$ cat src/design/gpio_cfg_pkg.sv
// Shared constants for the serial-configured general-purpose pin block
package gpio_cfg_pkg;

	// Command word layout
	localparam int WORD_W       = 16;
	localparam int PIN_CNT      = 8;
	localparam int CNT_W        = 5;
	localparam int ZERO_BIT     = 15;
	localparam int SEL_HI       = 14;
	localparam int SEL_LO       = 11;
	localparam int READBACK_BIT = 10;
	localparam int BUSY_EN_BIT  = 8;
	localparam int BUSY_PIN     = 7;
	localparam int PIN_HI       = 7;

	// Register selectors
	localparam logic [3:0] SEL_OUT_CFG  = 4'h8;
	localparam logic [3:0] SEL_OUT_DATA = 4'h9;
	localparam logic [3:0] SEL_IN_CFG   = 4'ha;
	localparam logic [3:0] SEL_OD_CFG   = 4'hc;

	// Reset values and counts
	localparam logic [7:0]  PIN_RST       = 8'h00;
	localparam logic [15:0] WORD_RST      = 16'h0000;
	localparam logic [4:0]  BITS_PER_WORD = 5'h10;
	localparam logic [4:0]  LAST_BIT      = 5'h0f;
	localparam logic [4:0]  CNT_SAT       = 5'h1f;
	localparam logic [2:0]  LINK_IDLE     = 3'h6;

	// Serial clock timing made by the host divider
	localparam int CLK_PERIOD_NS = 10;
	localparam int SCLK_HALF_NS  = 60;
	localparam int SCLK_HALF_CYC =
		(SCLK_HALF_NS + CLK_PERIOD_NS - 1) / CLK_PERIOD_NS;
	localparam logic [7:0] HALF_LOAD = 8'(SCLK_HALF_CYC - 1);

endpackage

$ cat src/design/gpio_link_if.sv
// Serial link between the host master and the pin device
`timescale 1ns/100ps
interface gpio_link_if;
	logic sclk;
	logic sync_n;
	logic sdi;
	logic sdo;

	// Host drives clock, frame and command data
	modport host_mp (
		output sclk,
		output sync_n,
		output sdi,
		input  sdo
	);

	// Device listens and returns readback data
	modport dev_mp (
		input  sclk,
		input  sync_n,
		input  sdi,
		output sdo
	);
endinterface

$ cat src/design/gpio_pin_device.sv
// Pin device end: serial command decode and eight configurable pins
// Function
// - Word has zero MSB, 4-bit selector
// - Selector 8 makes marked pins outputs
// - Zero config bit leaves pin function alone
// - Selector 9 sets output levels
// - Data bits for non-outputs are ignored
// - Push/pull drives pin high or low
// - Selector 12 selects open-drain per pin
// - Open-drain pulls low or releases
// - Host also sets pin as output
// - Selector 10, bit 10 low: inputs
// - Bit 10 high returns inputs next frame
// - Unrequested pins read back as zero
// - Readback frame command still executes
// - Bit 8 puts busy on pin seven
// - Bits captured only inside low frame
// - Busy low converting, high when done
`timescale 1ns/100ps
module gpio_pin_device
	import gpio_cfg_pkg::*;
#(
	parameter int PIN_NUM = PIN_CNT
) (
	input  wire logic               ref_clk,
	input  wire logic               rst_n,
	gpio_link_if.dev_mp             link,
	input  wire logic [PIN_NUM-1:0] pin_in,
	output logic      [PIN_NUM-1:0] pin_out,
	output logic      [PIN_NUM-1:0] pin_oe,
	input  wire logic               conv_busy,
	output logic      [PIN_NUM-1:0] out_mode,
	output logic      [PIN_NUM-1:0] in_mode,
	output logic      [PIN_NUM-1:0] drain_mode
);

	// The word carries exactly eight pin bits and pin seven hosts busy
	if (PIN_NUM != PIN_CNT) begin : g_bad_width
		$error("gpio_pin_device supports exactly eight pins");
	end

	// Link synchroniser, ordered {sclk, sync_n, sdi}
	logic [2:0]         link_meta_ff;
	logic [2:0]         link_s_ff;
	logic               sclk_d_ff;
	logic               sync_d_ff;
	logic               sclk_s;
	logic               sync_s;
	logic               sdi_s;
	logic               sclk_fall;
	logic               sclk_rise;
	logic               frame_start;
	logic               frame_end;
	logic               in_frame;

	// Pin input synchroniser
	logic [PIN_NUM-1:0] pin_meta_ff;
	logic [PIN_NUM-1:0] pin_s_ff;

	// Serial shifters
	logic [WORD_W-1:0]  shin_ff;
	logic [WORD_W-1:0]  shout_ff;
	logic [CNT_W-1:0]   cnt_ff;
	logic               word_done;
	logic [3:0]         sel;
	logic [PIN_NUM-1:0] pins;

	// Configuration state
	logic [PIN_NUM-1:0] out_sel_ff;
	logic [PIN_NUM-1:0] in_sel_ff;
	logic [PIN_NUM-1:0] od_sel_ff;
	logic [PIN_NUM-1:0] data_ff;
	logic               busy_en_ff;
	logic               busy_lvl_ff;
	logic               rb_pend_ff;
	logic [PIN_NUM-1:0] rb_mask_ff;

	// Pin drive
	logic [PIN_NUM-1:0] lvl;
	logic [PIN_NUM-1:0] nxt_pin_out;
	logic [PIN_NUM-1:0] nxt_pin_oe;
	logic [PIN_NUM-1:0] pin_out_ff;
	logic [PIN_NUM-1:0] pin_oe_ff;

	// Two flops on every link wire before any logic reads it
	always_ff @(posedge ref_clk or negedge rst_n) begin
		if (!rst_n) begin
			link_meta_ff <= LINK_IDLE;
			link_s_ff    <= LINK_IDLE;
		end else begin
			link_meta_ff <= {link.sclk, link.sync_n, link.sdi};
			link_s_ff    <= link_meta_ff;
		end
	end

	// Previous synchronised levels for edge detection
	always_ff @(posedge ref_clk or negedge rst_n) begin
		if (!rst_n) begin
			sclk_d_ff <= 1'b1;
			sync_d_ff <= 1'b1;
		end else begin
			sclk_d_ff <= sclk_s;
			sync_d_ff <= sync_s;
		end
	end

	// Link edges and frame window
	assign sclk_s      = link_s_ff[2];
	assign sync_s      = link_s_ff[1];
	assign sdi_s       = link_s_ff[0];
	assign sclk_fall   = sclk_d_ff & ~sclk_s;
	assign sclk_rise   = ~sclk_d_ff & sclk_s;
	assign frame_start = sync_d_ff & ~sync_s;
	assign frame_end   = ~sync_d_ff & sync_s;
	assign in_frame    = ~sync_s;

	// Pins pass two flops before the readback snapshot
	always_ff @(posedge ref_clk or negedge rst_n) begin
		if (!rst_n) begin
			pin_meta_ff <= PIN_RST;
			pin_s_ff    <= PIN_RST;
		end else begin
			pin_meta_ff <= pin_in;
			pin_s_ff    <= pin_meta_ff;
		end
	end

	// Command bits enter on falling serial clock inside the frame
	always_ff @(posedge ref_clk or negedge rst_n) begin
		if (!rst_n) begin
			shin_ff <= WORD_RST;
			cnt_ff  <= '0;
		end else if (frame_start) begin
			cnt_ff <= '0;
		end else if (in_frame && sclk_fall) begin
			shin_ff <= {shin_ff[WORD_W-2:0], sdi_s};
			if (cnt_ff != CNT_SAT) begin
				cnt_ff <= cnt_ff + 5'h01; // Saturates so long frames never match
			end
		end
	end

	// Word applies at frame end only if exactly sixteen bits arrived
	assign word_done = frame_end && (cnt_ff == BITS_PER_WORD)
		&& !shin_ff[ZERO_BIT];
	assign sel  = shin_ff[SEL_HI:SEL_LO];
	assign pins = shin_ff[PIN_HI:0];

	// Pin function registers; an output or input set bit claims the pin from the other
	always_ff @(posedge ref_clk or negedge rst_n) begin
		if (!rst_n) begin
			out_sel_ff <= PIN_RST;
			in_sel_ff  <= PIN_RST;
			od_sel_ff  <= PIN_RST;
			busy_en_ff <= 1'b0;
		end else if (word_done) begin
			case (sel)
				SEL_OUT_CFG: begin
					out_sel_ff <= out_sel_ff | pins;
					busy_en_ff <= shin_ff[BUSY_EN_BIT];
					in_sel_ff  <= in_sel_ff & ~pins;
				end
				SEL_IN_CFG: begin
					if (!shin_ff[READBACK_BIT]) begin
						in_sel_ff  <= in_sel_ff | pins;
						out_sel_ff <= out_sel_ff & ~pins;
					end
				end
				SEL_OD_CFG: begin
					od_sel_ff <= pins;
				end
				default: begin
				end
			endcase
		end
	end

	// Output levels; bits for pins that are not outputs keep old value
	always_ff @(posedge ref_clk or negedge rst_n) begin
		if (!rst_n) begin
			data_ff <= PIN_RST;
		end else if (word_done && sel == SEL_OUT_DATA) begin
			data_ff <= (pins & out_sel_ff)
				| (data_ff & ~out_sel_ff);
		end
	end

	// Readback request armed by a command, consumed by the next frame
	always_ff @(posedge ref_clk or negedge rst_n) begin
		if (!rst_n) begin
			rb_pend_ff <= 1'b0;
			rb_mask_ff <= PIN_RST;
		end else if (word_done && sel == SEL_IN_CFG
			&& shin_ff[READBACK_BIT]) begin
			rb_pend_ff <= 1'b1;
			rb_mask_ff <= pins;
		end else if (frame_start) begin
			rb_pend_ff <= 1'b0;
		end
	end

	// Reply word loaded at frame start, shifted on rising serial clock
	always_ff @(posedge ref_clk or negedge rst_n) begin
		if (!rst_n) begin
			shout_ff <= WORD_RST;
		end else if (frame_start) begin
			if (rb_pend_ff) begin
				shout_ff <= {{(WORD_W-PIN_NUM){1'b0}},
					pin_s_ff & rb_mask_ff & in_sel_ff};
			end else begin
				shout_ff <= WORD_RST;
			end
		end else if (in_frame && sclk_rise) begin
			shout_ff <= {shout_ff[WORD_W-2:0], 1'b0};
		end
	end

	assign link.sdo = shout_ff[WORD_W-1];

	// Busy level follows the converter: low while converting
	always_ff @(posedge ref_clk or negedge rst_n) begin
		if (!rst_n) begin
			busy_lvl_ff <= 1'b1;
		end else begin
			busy_lvl_ff <= ~conv_busy;
		end
	end

	// Per-pin drive: push/pull follows level, open-drain pulls low only
	for (genvar i = 0; i < PIN_NUM; i++) begin : g_pin
		if (i == BUSY_PIN) begin : g_busy
			assign lvl[i] = busy_en_ff ? busy_lvl_ff : data_ff[i];
		end else begin : g_plain
			assign lvl[i] = data_ff[i];
		end
		assign nxt_pin_oe[i]  = out_sel_ff[i]
			& (~od_sel_ff[i] | ~lvl[i]);
		assign nxt_pin_out[i] = ~od_sel_ff[i] & lvl[i];
	end

	// Registered pin drive
	always_ff @(posedge ref_clk or negedge rst_n) begin
		if (!rst_n) begin
			pin_out_ff <= PIN_RST;
			pin_oe_ff  <= PIN_RST;
		end else begin
			pin_out_ff <= nxt_pin_out;
			pin_oe_ff  <= nxt_pin_oe;
		end
	end

	// Outputs straight from registers
	assign pin_out    = pin_out_ff;
	assign pin_oe     = pin_oe_ff;
	assign out_mode   = out_sel_ff;
	assign in_mode    = in_sel_ff;
	assign drain_mode = od_sel_ff;

endmodule

$ cat src/flat_wrapper.sv
// flat-port wrapper written by rule: the top's interface ports become plain ports
module gpio_pin_device_flat import gpio_cfg_pkg::*;
#(
	parameter int PIN_NUM = PIN_CNT
)
  (ref_clk, rst_n, pin_in, pin_out, pin_oe, conv_busy, out_mode, in_mode, drain_mode, link_sclk, link_sync_n, link_sdi, link_sdo);
  gpio_link_if link_i ();
  input  wire logic ref_clk;
  input  wire logic rst_n;
  input  wire logic [PIN_NUM-1:0] pin_in;
  output logic      [PIN_NUM-1:0] pin_out;
  output logic      [PIN_NUM-1:0] pin_oe;
  input  wire logic conv_busy;
  output logic      [PIN_NUM-1:0] out_mode;
  output logic      [PIN_NUM-1:0] in_mode;
  output logic      [PIN_NUM-1:0] drain_mode;
  input wire logic [$bits(link_i.sclk)-1:0] link_sclk;
  input wire logic [$bits(link_i.sync_n)-1:0] link_sync_n;
  input wire logic [$bits(link_i.sdi)-1:0] link_sdi;
  output wire logic [$bits(link_i.sdo)-1:0] link_sdo;
  assign link_i.sclk = link_sclk;
  assign link_i.sync_n = link_sync_n;
  assign link_i.sdi = link_sdi;
  assign link_sdo = link_i.sdo;
  gpio_pin_device #(.PIN_NUM(PIN_NUM)) u_core (.ref_clk(ref_clk), .rst_n(rst_n), .link(link_i), .pin_in(pin_in), .pin_out(pin_out), .pin_oe(pin_oe), .conv_busy(conv_busy), .out_mode(out_mode), .in_mode(in_mode), .drain_mode(drain_mode));
endmodule
$ cat config.mk
export PLATFORM = sky130hd
export DESIGN_NAME = gpio_pin_device_flat
export DESIGN_NICKNAME = d
export VERILOG_FILES = /design/src/design/gpio_cfg_pkg.sv /design/src/design/gpio_link_if.sv /design/src/design/gpio_pin_device.sv /design/src/flat_wrapper.sv
export SDC_FILE = /design/constraint.sdc
export NUM_CORES = 1
export LEC_CHECK = 0
export CAP_MARGIN = 30
export CORE_UTILIZATION = 57
export CTS_CLUSTER_DIAMETER = 30
export CTS_CLUSTER_SIZE = 20
export DETAILED_ROUTE_END_ITERATION = 7
export DONT_BUFFER_PORTS = 1
export PLACE_DENSITY = 0.72
export SYNTH_ARGS = -nofsm -noshare
export SYNTH_HDL_FRONTEND = slang
export SYNTH_SLANG_ARGS = --single-unit
$ cat constraint.sdc
create_clock -name ref_clk -period 4.7 [get_ports ref_clk]
set_clock_uncertainty 0.1 [all_clocks]
set_input_delay 0.705 -clock ref_clk [delete_from_list [all_inputs] [get_ports ref_clk]]
set_output_delay 0.705 -clock ref_clk [all_outputs]
set_load 0.02 [all_outputs]
==> results.json, run 1 <==
{
  "cts_made_buffers": 17,
  "clkLatencyLatePin_ns": 0.52,
  "max_stage_delay_ns": 0.82,
  "io_pins": 55,
  "remaining_drc_errors": 0,
  "grt_pass1_wl_um": 14200,
  "rows": 32,
  "cts_sinks": 120,
  "syn-instance-count": 334,
  "switchingPower_mw": 0.580,
  "antennaDiodeCount": 0,
  "grt_pass1_vias": 2701,
  "dpl_cell_area_um2": 4730,
  "final-hold-violation-count": 0,
  "cts_max_path_buffers": 2,
  "cp-startpoint": "u_core.cnt_ff[0]",
  "dieHeight_um": 92.3,
  "synth_top_area_cell": "dfrtp_1",
  "area_growth_pct": 14.9,
  "reg2reg_to": "u_core.rb_mask_ff[0]",
  "viasPerCell": 5.81,
  "slew_viol_final": 0,
  "finalCritPeriodShare_pct": 57.3,
  "final.min_clock_period_ns": 2.69,
  "overflow": 0,
  "yosysTopAreaCellShare_pct": 60.9,
  "crit_chain": "inv_1 -> ha_1 -> nor4bb_2 -> nand4_1 -> mux2_2",
  "end_kind": "register",
  "htree_levels": 4,
  "p_leak_nw": 2.49,
  "clk_pin_slew_worst_paths_ns": 0.06,
  "worst_setup_path_endpoint": "u_core.rb_mask_ff[0]",
  "crit_buf_inv": 1,
  "irDropWorstVdd_uv": 263,
  "setup_viol": 0,
  "status": "complete, no violations",
  "rr_worst_depth": 5,
  "path_max_fanout": 9,
  "start_util_pct": 59.5,
  "cp-start-kind": "register",
  "rrSetupSlack_ns": 2.01,
  "drt_first_pass_iters": 4,
  "clk_root_buffer_cell": "clkbuf_8",
  "critPathArrivalTime_ns": 2.99,
  "fin_ws_ns": 2.01,
  "cpMaxStageDelayCell": "nor4bb_2",
  "place_congestion": 0.733,
  "final_nets": 356,
  "fmax_mhz": 371,
  "crit_family": "simple AND/OR/NAND/NOR gates",
  "yosysUniqueCellTypes": 37,
  "ys_top_cells_by_area": "dfrtp_1 61%, mux2_2 14%, dfstp_2 4.0%",
  "yosysWarningCount": 0,
  "cts_tree": "done",
  "drt-wirelength-per-cell_um": 18.3,
  "finalPower_mw": 2.46,
  "synth_edf_count": 0,
  "cp.required_ns": 4.99,
  "avgSynthCellArea_um2": 13.9,
  "critPathKind": "register to register",
  "synth-seq-area-share_pct": 64.8,
  "antenna_left": 0,
  "synth_seq_cells": 120,
  "via_count": 2637,
  "fin_area_um2": 5340,
  "dpl.hpwl_um": 5370,
  "grt_util_all_layers_pct": 22.5,
  "rsz0062_at_grt": "no",
  "die_x_um": 92.3,
  "core_area_um2": 7810,
  "dieArea_um2": 8520,
  "combinationalPowerShare_pct": 3.8,
  "synth.net_count": 351,
  "p_per_area_nw_per_um2": 461,
  "fin_setup_tns_ns": 0,
  "postRouteWirelength_um": 8330,
  "seqPwrFrac_pct": 45.2,
  "cp.depth": 5,
  "clkPwrFrac_pct": 51.0,
  "r2r_start": "u_core.cnt_ff[0]",
  "dpl_worst_slack_ns": 2.03,
  "drive_gt1_share_pct": 33.0,
  "slew_headroom_pct": 36.8,
  "synthArstFlopShare_pct": 100,
  "cts_setup_buffers": 0,
  "grt_start_max_net_pins": 121,
  "hold_class": "primary input to async pin",
  "sw_frac_of_total_pct": 23.6,
  "cap_violations": 0,
  "synth_flop_cell": "dfrtp_1",
  "mappedNetlistArea_um2": 4650,
  "internal-power_mw": 1.88,
  "finish.utilization_pct": 68.4,
  "port_buffers": 0,
  "initialDrtViolationCount": 193,
  "worst_pin_slew_ns": 0.935,
  "antenna_found_initial": 0
}
stage by stage:
stage,instances,hold WS (ns)
final,454,0.0361
after CTS,454,0.0570
after floorplan,334,0.231
after detailed placement,421,0.235
after global placement,421,0.233
after global routing,454,0.0567
how the worst min path moves through the flow:
stage,start,endpoint,slack (ns),depth (start not counted)
after global routing,rst_n,u_core.drain_mode[4],0.06,1
after detailed placement,u_core.pin_meta_ff[0],u_core.pin_s_ff[0],0.23,0
after CTS,rst_n,u_core.pin_out[5],0.06,1
final,rst_n,u_core.drain_mode[4],0.04,1
after floorplan,u_core.link_meta_ff[0],u_core.link_s_ff[0],0.23,0
after global placement,u_core.pin_meta_ff[3],u_core.pin_s_ff[3],0.23,0
layout make-up:
type	count	area, um^2
Tap cell	102	128
Inverter	4	15.0
Multi-Input combinational cell	192	1550
Clock buffer	17	414
Fill cell	542	2470
Timing Repair Buffer	4	50.0
Sequential cell	120	3010
Clock inverter	15	170
metal layers:
metal  routed length (um)  vias to the layer above  GRT usage (%)
met4                   77                        0           10.5
met1                 3860                     1347           30.2
met2                 3960                       73           33.6
li1                     -                     1210              -
met3                  428                        7           6.97
met5                    0                        -              0
cell families (layout without fill, tap and decap cells):
group	Yosys count	after routing	share of synthesized area [%]
mux	61	61	14.7
buf+inv	22	40	2.05
compound gates	39	39	6.25
simple gates	88	88	11.2
xor+xnor	1	1	0.189
flops	120	120	64.8
fa+ha+maj	3	3	0.808
power by group through the flow:
stage / logic, mW / clock network [mW] / registers [mW]
floorplan: 0.0657 / 0 / 1.11
global placement: 0.0697 / 0 / 1.13
detailed placement: 0.0726 / 0 / 1.13
CTS: 0.0958 / 1.28 / 1.11
global route: 0.106 / 1.32 / 1.12
finish: 0.0934 / 1.26 / 1.11
worst register-to-register path: stages (launching register included):
cell and delay, ns:
dfrtp_1 0.42, inv_1 0.08, ha_1 0.15, nor4bb_2 0.82
nand4_1 0.57, mux2_2 0.44
synth_stat cells, drive strengths merged, types with 8 or more instances:
master	count
clkbuf	13
dfrtp	113
nand2	35
nor2b	8
mux2	57
nand4	11
nor4	10
a21boi	8
a21bo	8
placed cells by master (no fill, tap or decap), types with 2 or more instances in the layout:
cell          n
dfrtp_1     113
mux2_2       57
nand2_1      35
clkbuf_16    16
nand4_1      11
nor4_1        9
a21boi_0      8
nor2b_1       8
a21bo_2       8
a21oi_1       7
a41oi_1       7
a31oi_1       7
dfstp_2       7
clkinvlp_4    5
inv_1         4
mux2i_1       4
inv_6         4
nand2b_1      3
nor2_1        3
ha_1          3
clkinv_4      3
buf_4         3
or3b_1        2
nand3b_1      2
nor4bb_1      2
nor4b_2       2
o21ai_0       2
nor3b_2       2
nand3_1       2
bufinv_16     2
repair_timing:
item                      in CTS  in global routing
hold endpoints to repair     120                  0
gates resized for setup        0                  0
hold buffers                   1                  0
(Power assumes the default switching activity.)
==> inputs of run 2 (changes only) <==
--- a/config.mk
+++ b/config.mk
@@ -5,13 +5,14 @@
 export SDC_FILE = /design/constraint.sdc
 export NUM_CORES = 1
 export LEC_CHECK = 0
+export ABC_AREA = 1
 export CAP_MARGIN = 30
-export CORE_UTILIZATION = 57
+export CORE_UTILIZATION = 56
 export CTS_CLUSTER_DIAMETER = 30
 export CTS_CLUSTER_SIZE = 20
 export DETAILED_ROUTE_END_ITERATION = 7
 export DONT_BUFFER_PORTS = 1
-export PLACE_DENSITY = 0.72
+export PLACE_DENSITY = 0.74
 export SYNTH_ARGS = -nofsm -noshare
 export SYNTH_HDL_FRONTEND = slang
 export SYNTH_SLANG_ARGS = --single-unit
==> constraint.sdc (replaced) <==
create_clock -name ref_clk -period 2.35 [get_ports ref_clk]
set_clock_uncertainty 0.1 [all_clocks]
set_input_delay 0.3525 -clock ref_clk [delete_from_list [all_inputs] [get_ports ref_clk]]
set_output_delay 0.3525 -clock ref_clk [all_outputs]
set_load 0.02 [all_outputs]
==> results.json, run 2 <==
{
  "status": "finished with violations",
  "violations": "hold timing",
  "crit_buf_inv": 3,
  "dieHeight_um": 93.3,
  "cp.depth": 10,
  "viasPerCell": 5.47,
  "initialDrtViolationCount": 224,
  "hold_class": "primary input to async pin",
  "yosysTopAreaCellShare_pct": 60.6,
  "synth_flop_cell": "dfrtp_1",
  "worst_hold_slack_ns": -0.572,
  "yosysWarningCount": 0,
  "finalPower_mw": 5.03,
  "irDropWorstVdd_uv": 513,
  "cp.required_ns": 2.66,
  "most-common-layout-cells": "150 x nand2_1, 113 x dfrtp_1, 51 x nand3_1",
  "htree_levels": 4,
  "hold_buffers": 12,
  "cpMaxStageDelayCell": "dfrtp_1",
  "syn-instance-count": 470,
  "cts_resized": 0,
  "remaining_drc_errors": 0,
  "clk_pin_slew_worst_paths_ns": 0.06,
  "via_count": 3334,
  "antennaDiodeCount": 0,
  "rsz0062_at_grt": "no",
  "core_area_um2": 7890,
  "cts_sinks": 120,
  "synth.net_count": 487,
  "antenna_found_initial": 0,
  "grt_start_max_net_pins": 121,
  "antenna_left": 0,
  "fin_setup_tns_ns": 0,
  "final_nets": 511,
  "synth.most_common_cell": "nand2_1",
  "dpl.hpwl_um": 5950,
  "port_buffers": 0,
  "postRouteWirelength_um": 9450,
  "overflow": 0,
  "dieArea_um2": 8710,
  "synth_seq_cells": 120,
  "clk_root_buffer_cell": "clkbuf_8",
  "cts_tree": "done",
  "drt_first_pass_iters": 4,
  "drt-wirelength-per-cell_um": 15.5,
  "start_util_pct": 59.2,
  "synth_top_area_cell": "dfrtp_1",
  "ys_top_cells_by_area": "dfrtp_1 61%, nand2_1 12%, nand3_1 5.5%",
  "grt_util_all_layers_pct": 24.2,
  "rows": 32,
  "place_congestion": 0.827,
  "path_max_fanout": 28,
  "synth_edf_count": 0,
  "cts_made_buffers": 17,
  "cap_violations": 0,
  "cp-start-kind": "register",
  "max_stage_delay_ns": 0.40,
  "critPathKind": "register to register",
  "drive_gt1_share_pct": 11.6,
  "clkLatencyLatePin_ns": 0.52,
  "die_x_um": 93.3,
  "end_kind": "register",
  "avgSynthCellArea_um2": 9.94,
  "p_per_area_nw_per_um2": 917,
  "rr_worst_depth": 10,
  "slew_headroom_pct": 55.7,
  "setup_viol": 0,
  "worst_pin_slew_ns": 0.662,
  "synth-seq-area-share_pct": 64.5,
  "slew_viol_final": 0,
  "grt_pass1_wl_um": 15800,
  "p_leak_nw": 2.74,
  "final-hold-violation-count": 120,
  "io_pins": 55,
  "cts_max_path_buffers": 2,
  "finalCritPeriodShare_pct": 80.8,
  "crit_family": "simple AND/OR/NAND/NOR gates",
  "mappedNetlistArea_um2": 4670,
  "final.min_clock_period_ns": 1.90,
  "layout_commonest_cell": "nand2_1",
  "critPathArrivalTime_ns": 2.21,
  "finish.utilization_pct": 69.4,
  "area_growth_pct": 17.3,
  "crit_chain": "inv_1 -> ha_1 -> inv_1 -> nor2_1 -> nand2_1 -> nor2_4 -> buf_12 -> nand2_2 -> nand2_1 -> nand2_1",
  "grt_pass1_vias": 3290,
  "fmax_mhz": 526,
  "synthArstFlopShare_pct": 100,
  "yosysUniqueCellTypes": 30,
  "path_common_cell": "nand2_1",
  "synth_top_cells_by_count": "150 x nand2_1, 113 x dfrtp_1, 51 x nand3_1, 33 x inv_1, 25 x nand4_1"
}
==> run 2: kinds of logic (layout without fill, tap and decap cells) <==
| group | Yosys count | after routing | synth area share [%] |
|---|---|---|---|
| AOI/OAI and AO/OA | 42 | 42 | 5.14 |
| xor gates and xnor gates | 1 | 1 | 0.188 |
| adders and majority gates | 3 | 3 | 0.804 |
| buffers and inverters | 50 | 87 | 4.90 |
| DFF | 120 | 120 | 64.5 |
| muxes | 1 | 1 | 0.214 |
| and+or+nand+nor | 253 | 253 | 24.2 |
==> run 2: routing by layer <==
layer	part of all wire [%]	vias up	global-route usage [%]
met2	50	96	39.5
met3	5.1	13	6.26
met5	0	-	0
li1	-	1588	-
met1	43	1637	32.0
met4	1.3	0	7.31
==> run 2: layout make-up <==
type | instances | area [um^2]
multi-input combinational | 300 | 1430
tap | 102 | 128
clock buffer | 19 | 432
timing repair buffer | 20 | 193
sequential | 120 | 3010
fill | 562 | 2410
clock inverter | 13 | 154
inverter | 35 | 131
==> run 2: final timing paths <==
check,slack [ns],endpoint,start
setup reg to reg,0.45,u_core.rb_mask_ff[5],u_core.cnt_ff[0]
setup / recovery,0.45,u_core.rb_mask_ff[5],u_core.cnt_ff[0]
max in group asynchronous,2.52,u_core.sclk_d_ff,rst_n
hold reg to reg,0.25,u_core.link_s_ff[0],u_core.link_meta_ff[0]
hold / removal,-0.57,u_core.pin_out[4],rst_n
min in group ref_clk,0.25,u_core.link_s_ff[0],u_core.link_meta_ff[0]
==> run 2: timing repair <==
| item | 4_1_cts | 5_1_grt |
|---|---|---|
| setup buffers | 0 | 0 |
| hold endpoints to repair | 132 | 120 |
| endpoints found under the setup margin | 0 | 0 |
==> run 2: report_power, final <==
| group | internal (mW) | switching (mW) | total (mW) |
|---|---|---|---|
| sequential | 2.15 | 0.100 | 2.25 |
| clock | 1.63 | 0.912 | 2.54 |
| combinational | 0.0779 | 0.150 | 0.228 |
| total | 3.86 | 1.16 | 5.03 |
==> run 2: metrics by stage <==
step / area [um^2] / setup slack, ns / cells
floorplan: 4670 / 0.843 / 470
global placement: 4770 / 0.560 / 565
detailed placement: 4770 / 0.468 / 565
CTS: 5480 / 0.458 / 609
global route: 5480 / 0.279 / 609
finish: 5480 / 0.450 / 609
==> inputs of run 3 (changes only) <==
--- a/config.mk
+++ b/config.mk
@@ -5,14 +5,14 @@
 export SDC_FILE = /design/constraint.sdc
 export NUM_CORES = 1
 export LEC_CHECK = 0
-export ABC_AREA = 1
+export ABC_AREA = 0
 export CAP_MARGIN = 30
-export CORE_UTILIZATION = 56
+export CORE_UTILIZATION = 57
 export CTS_CLUSTER_DIAMETER = 30
 export CTS_CLUSTER_SIZE = 20
 export DETAILED_ROUTE_END_ITERATION = 7
 export DONT_BUFFER_PORTS = 1
-export PLACE_DENSITY = 0.74
+export PLACE_DENSITY = 0.72
 export SYNTH_ARGS = -nofsm -noshare
 export SYNTH_HDL_FRONTEND = slang
 export SYNTH_SLANG_ARGS = --single-unit
==> constraint.sdc (replaced) <==
create_clock -name ref_clk -period 1.9 [get_ports ref_clk]
set_clock_uncertainty 0.1 [all_clocks]
set_input_delay 0.285 -clock ref_clk [delete_from_list [all_inputs] [get_ports ref_clk]]
set_output_delay 0.285 -clock ref_clk [all_outputs]
set_load 0.02 [all_outputs]
==> results.json, run 3 (synthesis results as in run 1) <==
{
  "status": "finished with violations",
  "violations": "hold timing, setup timing",
  "dr_wl_met3_um": 460,
  "critPathArrivalTime_ns": 2.27,
  "crit_chain": "inv_1 -> ha_1 -> nand4bb_1 -> buf_6 -> nor4_4 -> buf_12 -> mux2_2",
  "dpl_cell_area_um2": 4980,
  "highest_layer": "met4",
  "finalCritPeriodShare_pct": 104,
  "irDropWorstVdd_uv": 1140,
  "via_count": 2916,
  "r2r_start": "u_core.cnt_ff[0]",
  "rows": 32,
  "wl_met2_um": 4850,
  "slew_viol_final": 0,
  "p_per_area_nw_per_um2": 1070,
  "final_nets": 404,
  "drive_gt1_share_pct": 40.3,
  "layout_commonest_cell": "dfrtp_1",
  "fmax_mhz": 505,
  "final-hold-violation-count": 120,
  "cts_tree": "done",
  "cts_max_path_buffers": 2,
  "clk_pin_slew_worst_paths_ns": 0.06,
  "cpMaxStageDelayCell": "dfrtp_1",
  "fin_area_um2": 5910,
  "worst_setup_path_endpoint": "u_core.drain_mode[0]",
  "start_util_pct": 59.5,
  "path_max_fanout": 10,
  "cts_sinks": 120,
  "drt_first_pass_iters": 4,
  "remaining_drc_errors": 0,
  "grt_util_all_layers_pct": 25.4,
  "slew_headroom_pct": 72.7,
  "cp.depth": 7,
  "antenna_left": 0,
  "sw_frac_of_total_pct": 21.2,
  "die_x_um": 92.3,
  "final.min_clock_period_ns": 1.98,
  "hold_class": "primary input to async pin",
  "cp-startpoint": "u_core.cnt_ff[0]",
  "worst_hold_slack_ns": -0.635,
  "switchingPower_mw": 1.34,
  "postRouteWirelength_um": 9860,
  "clkLatencyLatePin_ns": 0.51,
  "area_growth_pct": 27.2,
  "rsz0062_at_grt": "yes",
  "fillers": 464,
  "dpl_worst_slack_ns": -0.199,
  "rr_worst_depth": 7,
  "grt_pass1_vias": 3118,
  "internal-power_mw": 4.98,
  "grt_pass1_wl_um": 15900,
  "overflow": 0,
  "fin_ws_ns": -0.0800,
  "p_leak_nw": 2.79,
  "crit_family": "simple AND/OR/NAND/NOR gates",
  "hold_buffers": 12,
  "dpl.hpwl_um": 5710,
  "clk_root_buffer_cell": "clkbuf_8",
  "seqPwrFrac_pct": 43.2,
  "antennaDiodeCount": 0,
  "dieHeight_um": 92.3,
  "cp.required_ns": 2.19,
  "finish.utilization_pct": 75.7,
  "end_kind": "register",
  "port_buffers": 0,
  "cap_violations": 0,
  "wl_met1_um": 4400,
  "cts_made_buffers": 17,
  "htree_levels": 4,
  "rrSetupSlack_ns": -0.08,
  "worst_pin_slew_ns": 0.406,
  "setup_viol": 34,
  "antenna_found_initial": 0,
  "dieArea_um2": 8520,
  "grt_start_max_net_pins": 121,
  "initialDrtViolationCount": 192,
  "reg2reg_to": "u_core.drain_mode[0]",
  "crit_buf_inv": 3,
  "core_area_um2": 7810,
  "combinationalPowerShare_pct": 4.8,
  "viasPerCell": 5.81,
  "drt-wirelength-per-cell_um": 19.6,
  "place_congestion": 0.798,
  "max_stage_delay_ns": 0.40,
  "clkPwrFrac_pct": 51.9,
  "io_pins": 55,
  "most-common-layout-cells": "113 x dfrtp_1, 44 x mux2_2, 34 x nand2_1",
  "cp-start-kind": "register",
  "critPathKind": "register to register"
}
run 3: worst register-to-register path: stages (launching register included):
cell       delay [ns]
dfrtp_1          0.40
inv_1            0.07
ha_1             0.16
nand4bb_1        0.13
buf_6            0.19
nor4_4           0.32
buf_12           0.17
mux2_2           0.33
run 3: power groups by stage:
stage / combinational, mW / clock [mW] / sequential, mW
after detailed placement: 0.250 / 0 / 2.78
after floorplan: 0.169 / 0 / 2.75
after CTS: 0.301 / 3.32 / 2.73
after global placement: 0.242 / 0 / 2.77
final: 0.306 / 3.28 / 2.73
after global routing: 0.333 / 3.42 / 2.74
run 3: area by class of cell:
class | instances | area (um^2) | area share (%)
Timing Repair Buffer | 52 | 455 | 7.71
Multi-Input combinational cell | 192 | 1690 | 28.6
Clock inverter | 12 | 175 | 2.96
Tap cell | 102 | 128 | 2.16
Inverter | 4 | 15.0 | 0.254
Clock buffer | 20 | 435 | 7.37
Sequential cell | 120 | 3010 | 51.0
run 3: worst min path at each step:
stage	depth (start not counted)	endpoint	slack [ns]
2_1_floorplan	0	async pin	-0.11
3_3_place_gp	0	u_core.shout_ff[14]	-0.11
3_5_place_dp	0	u_core.shout_ff[3]	-0.11
4_1_cts	0	async pin	-0.66
5_1_grt	0	u_core.shout_ff[3]	-0.66
6_report	0	u_core.shout_ff[3]	-0.64
run 3: metrics by stage:
| step | power (mW) | TNS [ns] | cells |
|---|---|---|---|
| 3_5_place_dp | 3.03 | -3.56 | 452 |
| 6_report | 6.32 | -1.58 | 502 |
| 4_1_cts | 6.36 | -1.28 | 500 |
| 3_3_place_gp | 3.02 | -3.03 | 452 |
| 2_1_floorplan | 2.92 | -4.24 | 334 |
| 5_1_grt | 6.50 | -4.24 | 502 |
run 3: repair_timing:
item | 4_1_cts | 5_1_grt
endpoints found under the hold margin | 132 | 120
endpoints found under the setup margin | 29 | 43
cloned | 0 | 1
resized for setup | 28 | 8
pin swaps | 9 | 1
setup buffers | 4 | 1
run 3: layer usage:
layer  GRT usage, %  vias up
met3           7.71       13
met5              0        -
li1               -     1311
met4           10.7        0
met2           40.9       69
met1           31.9     1523
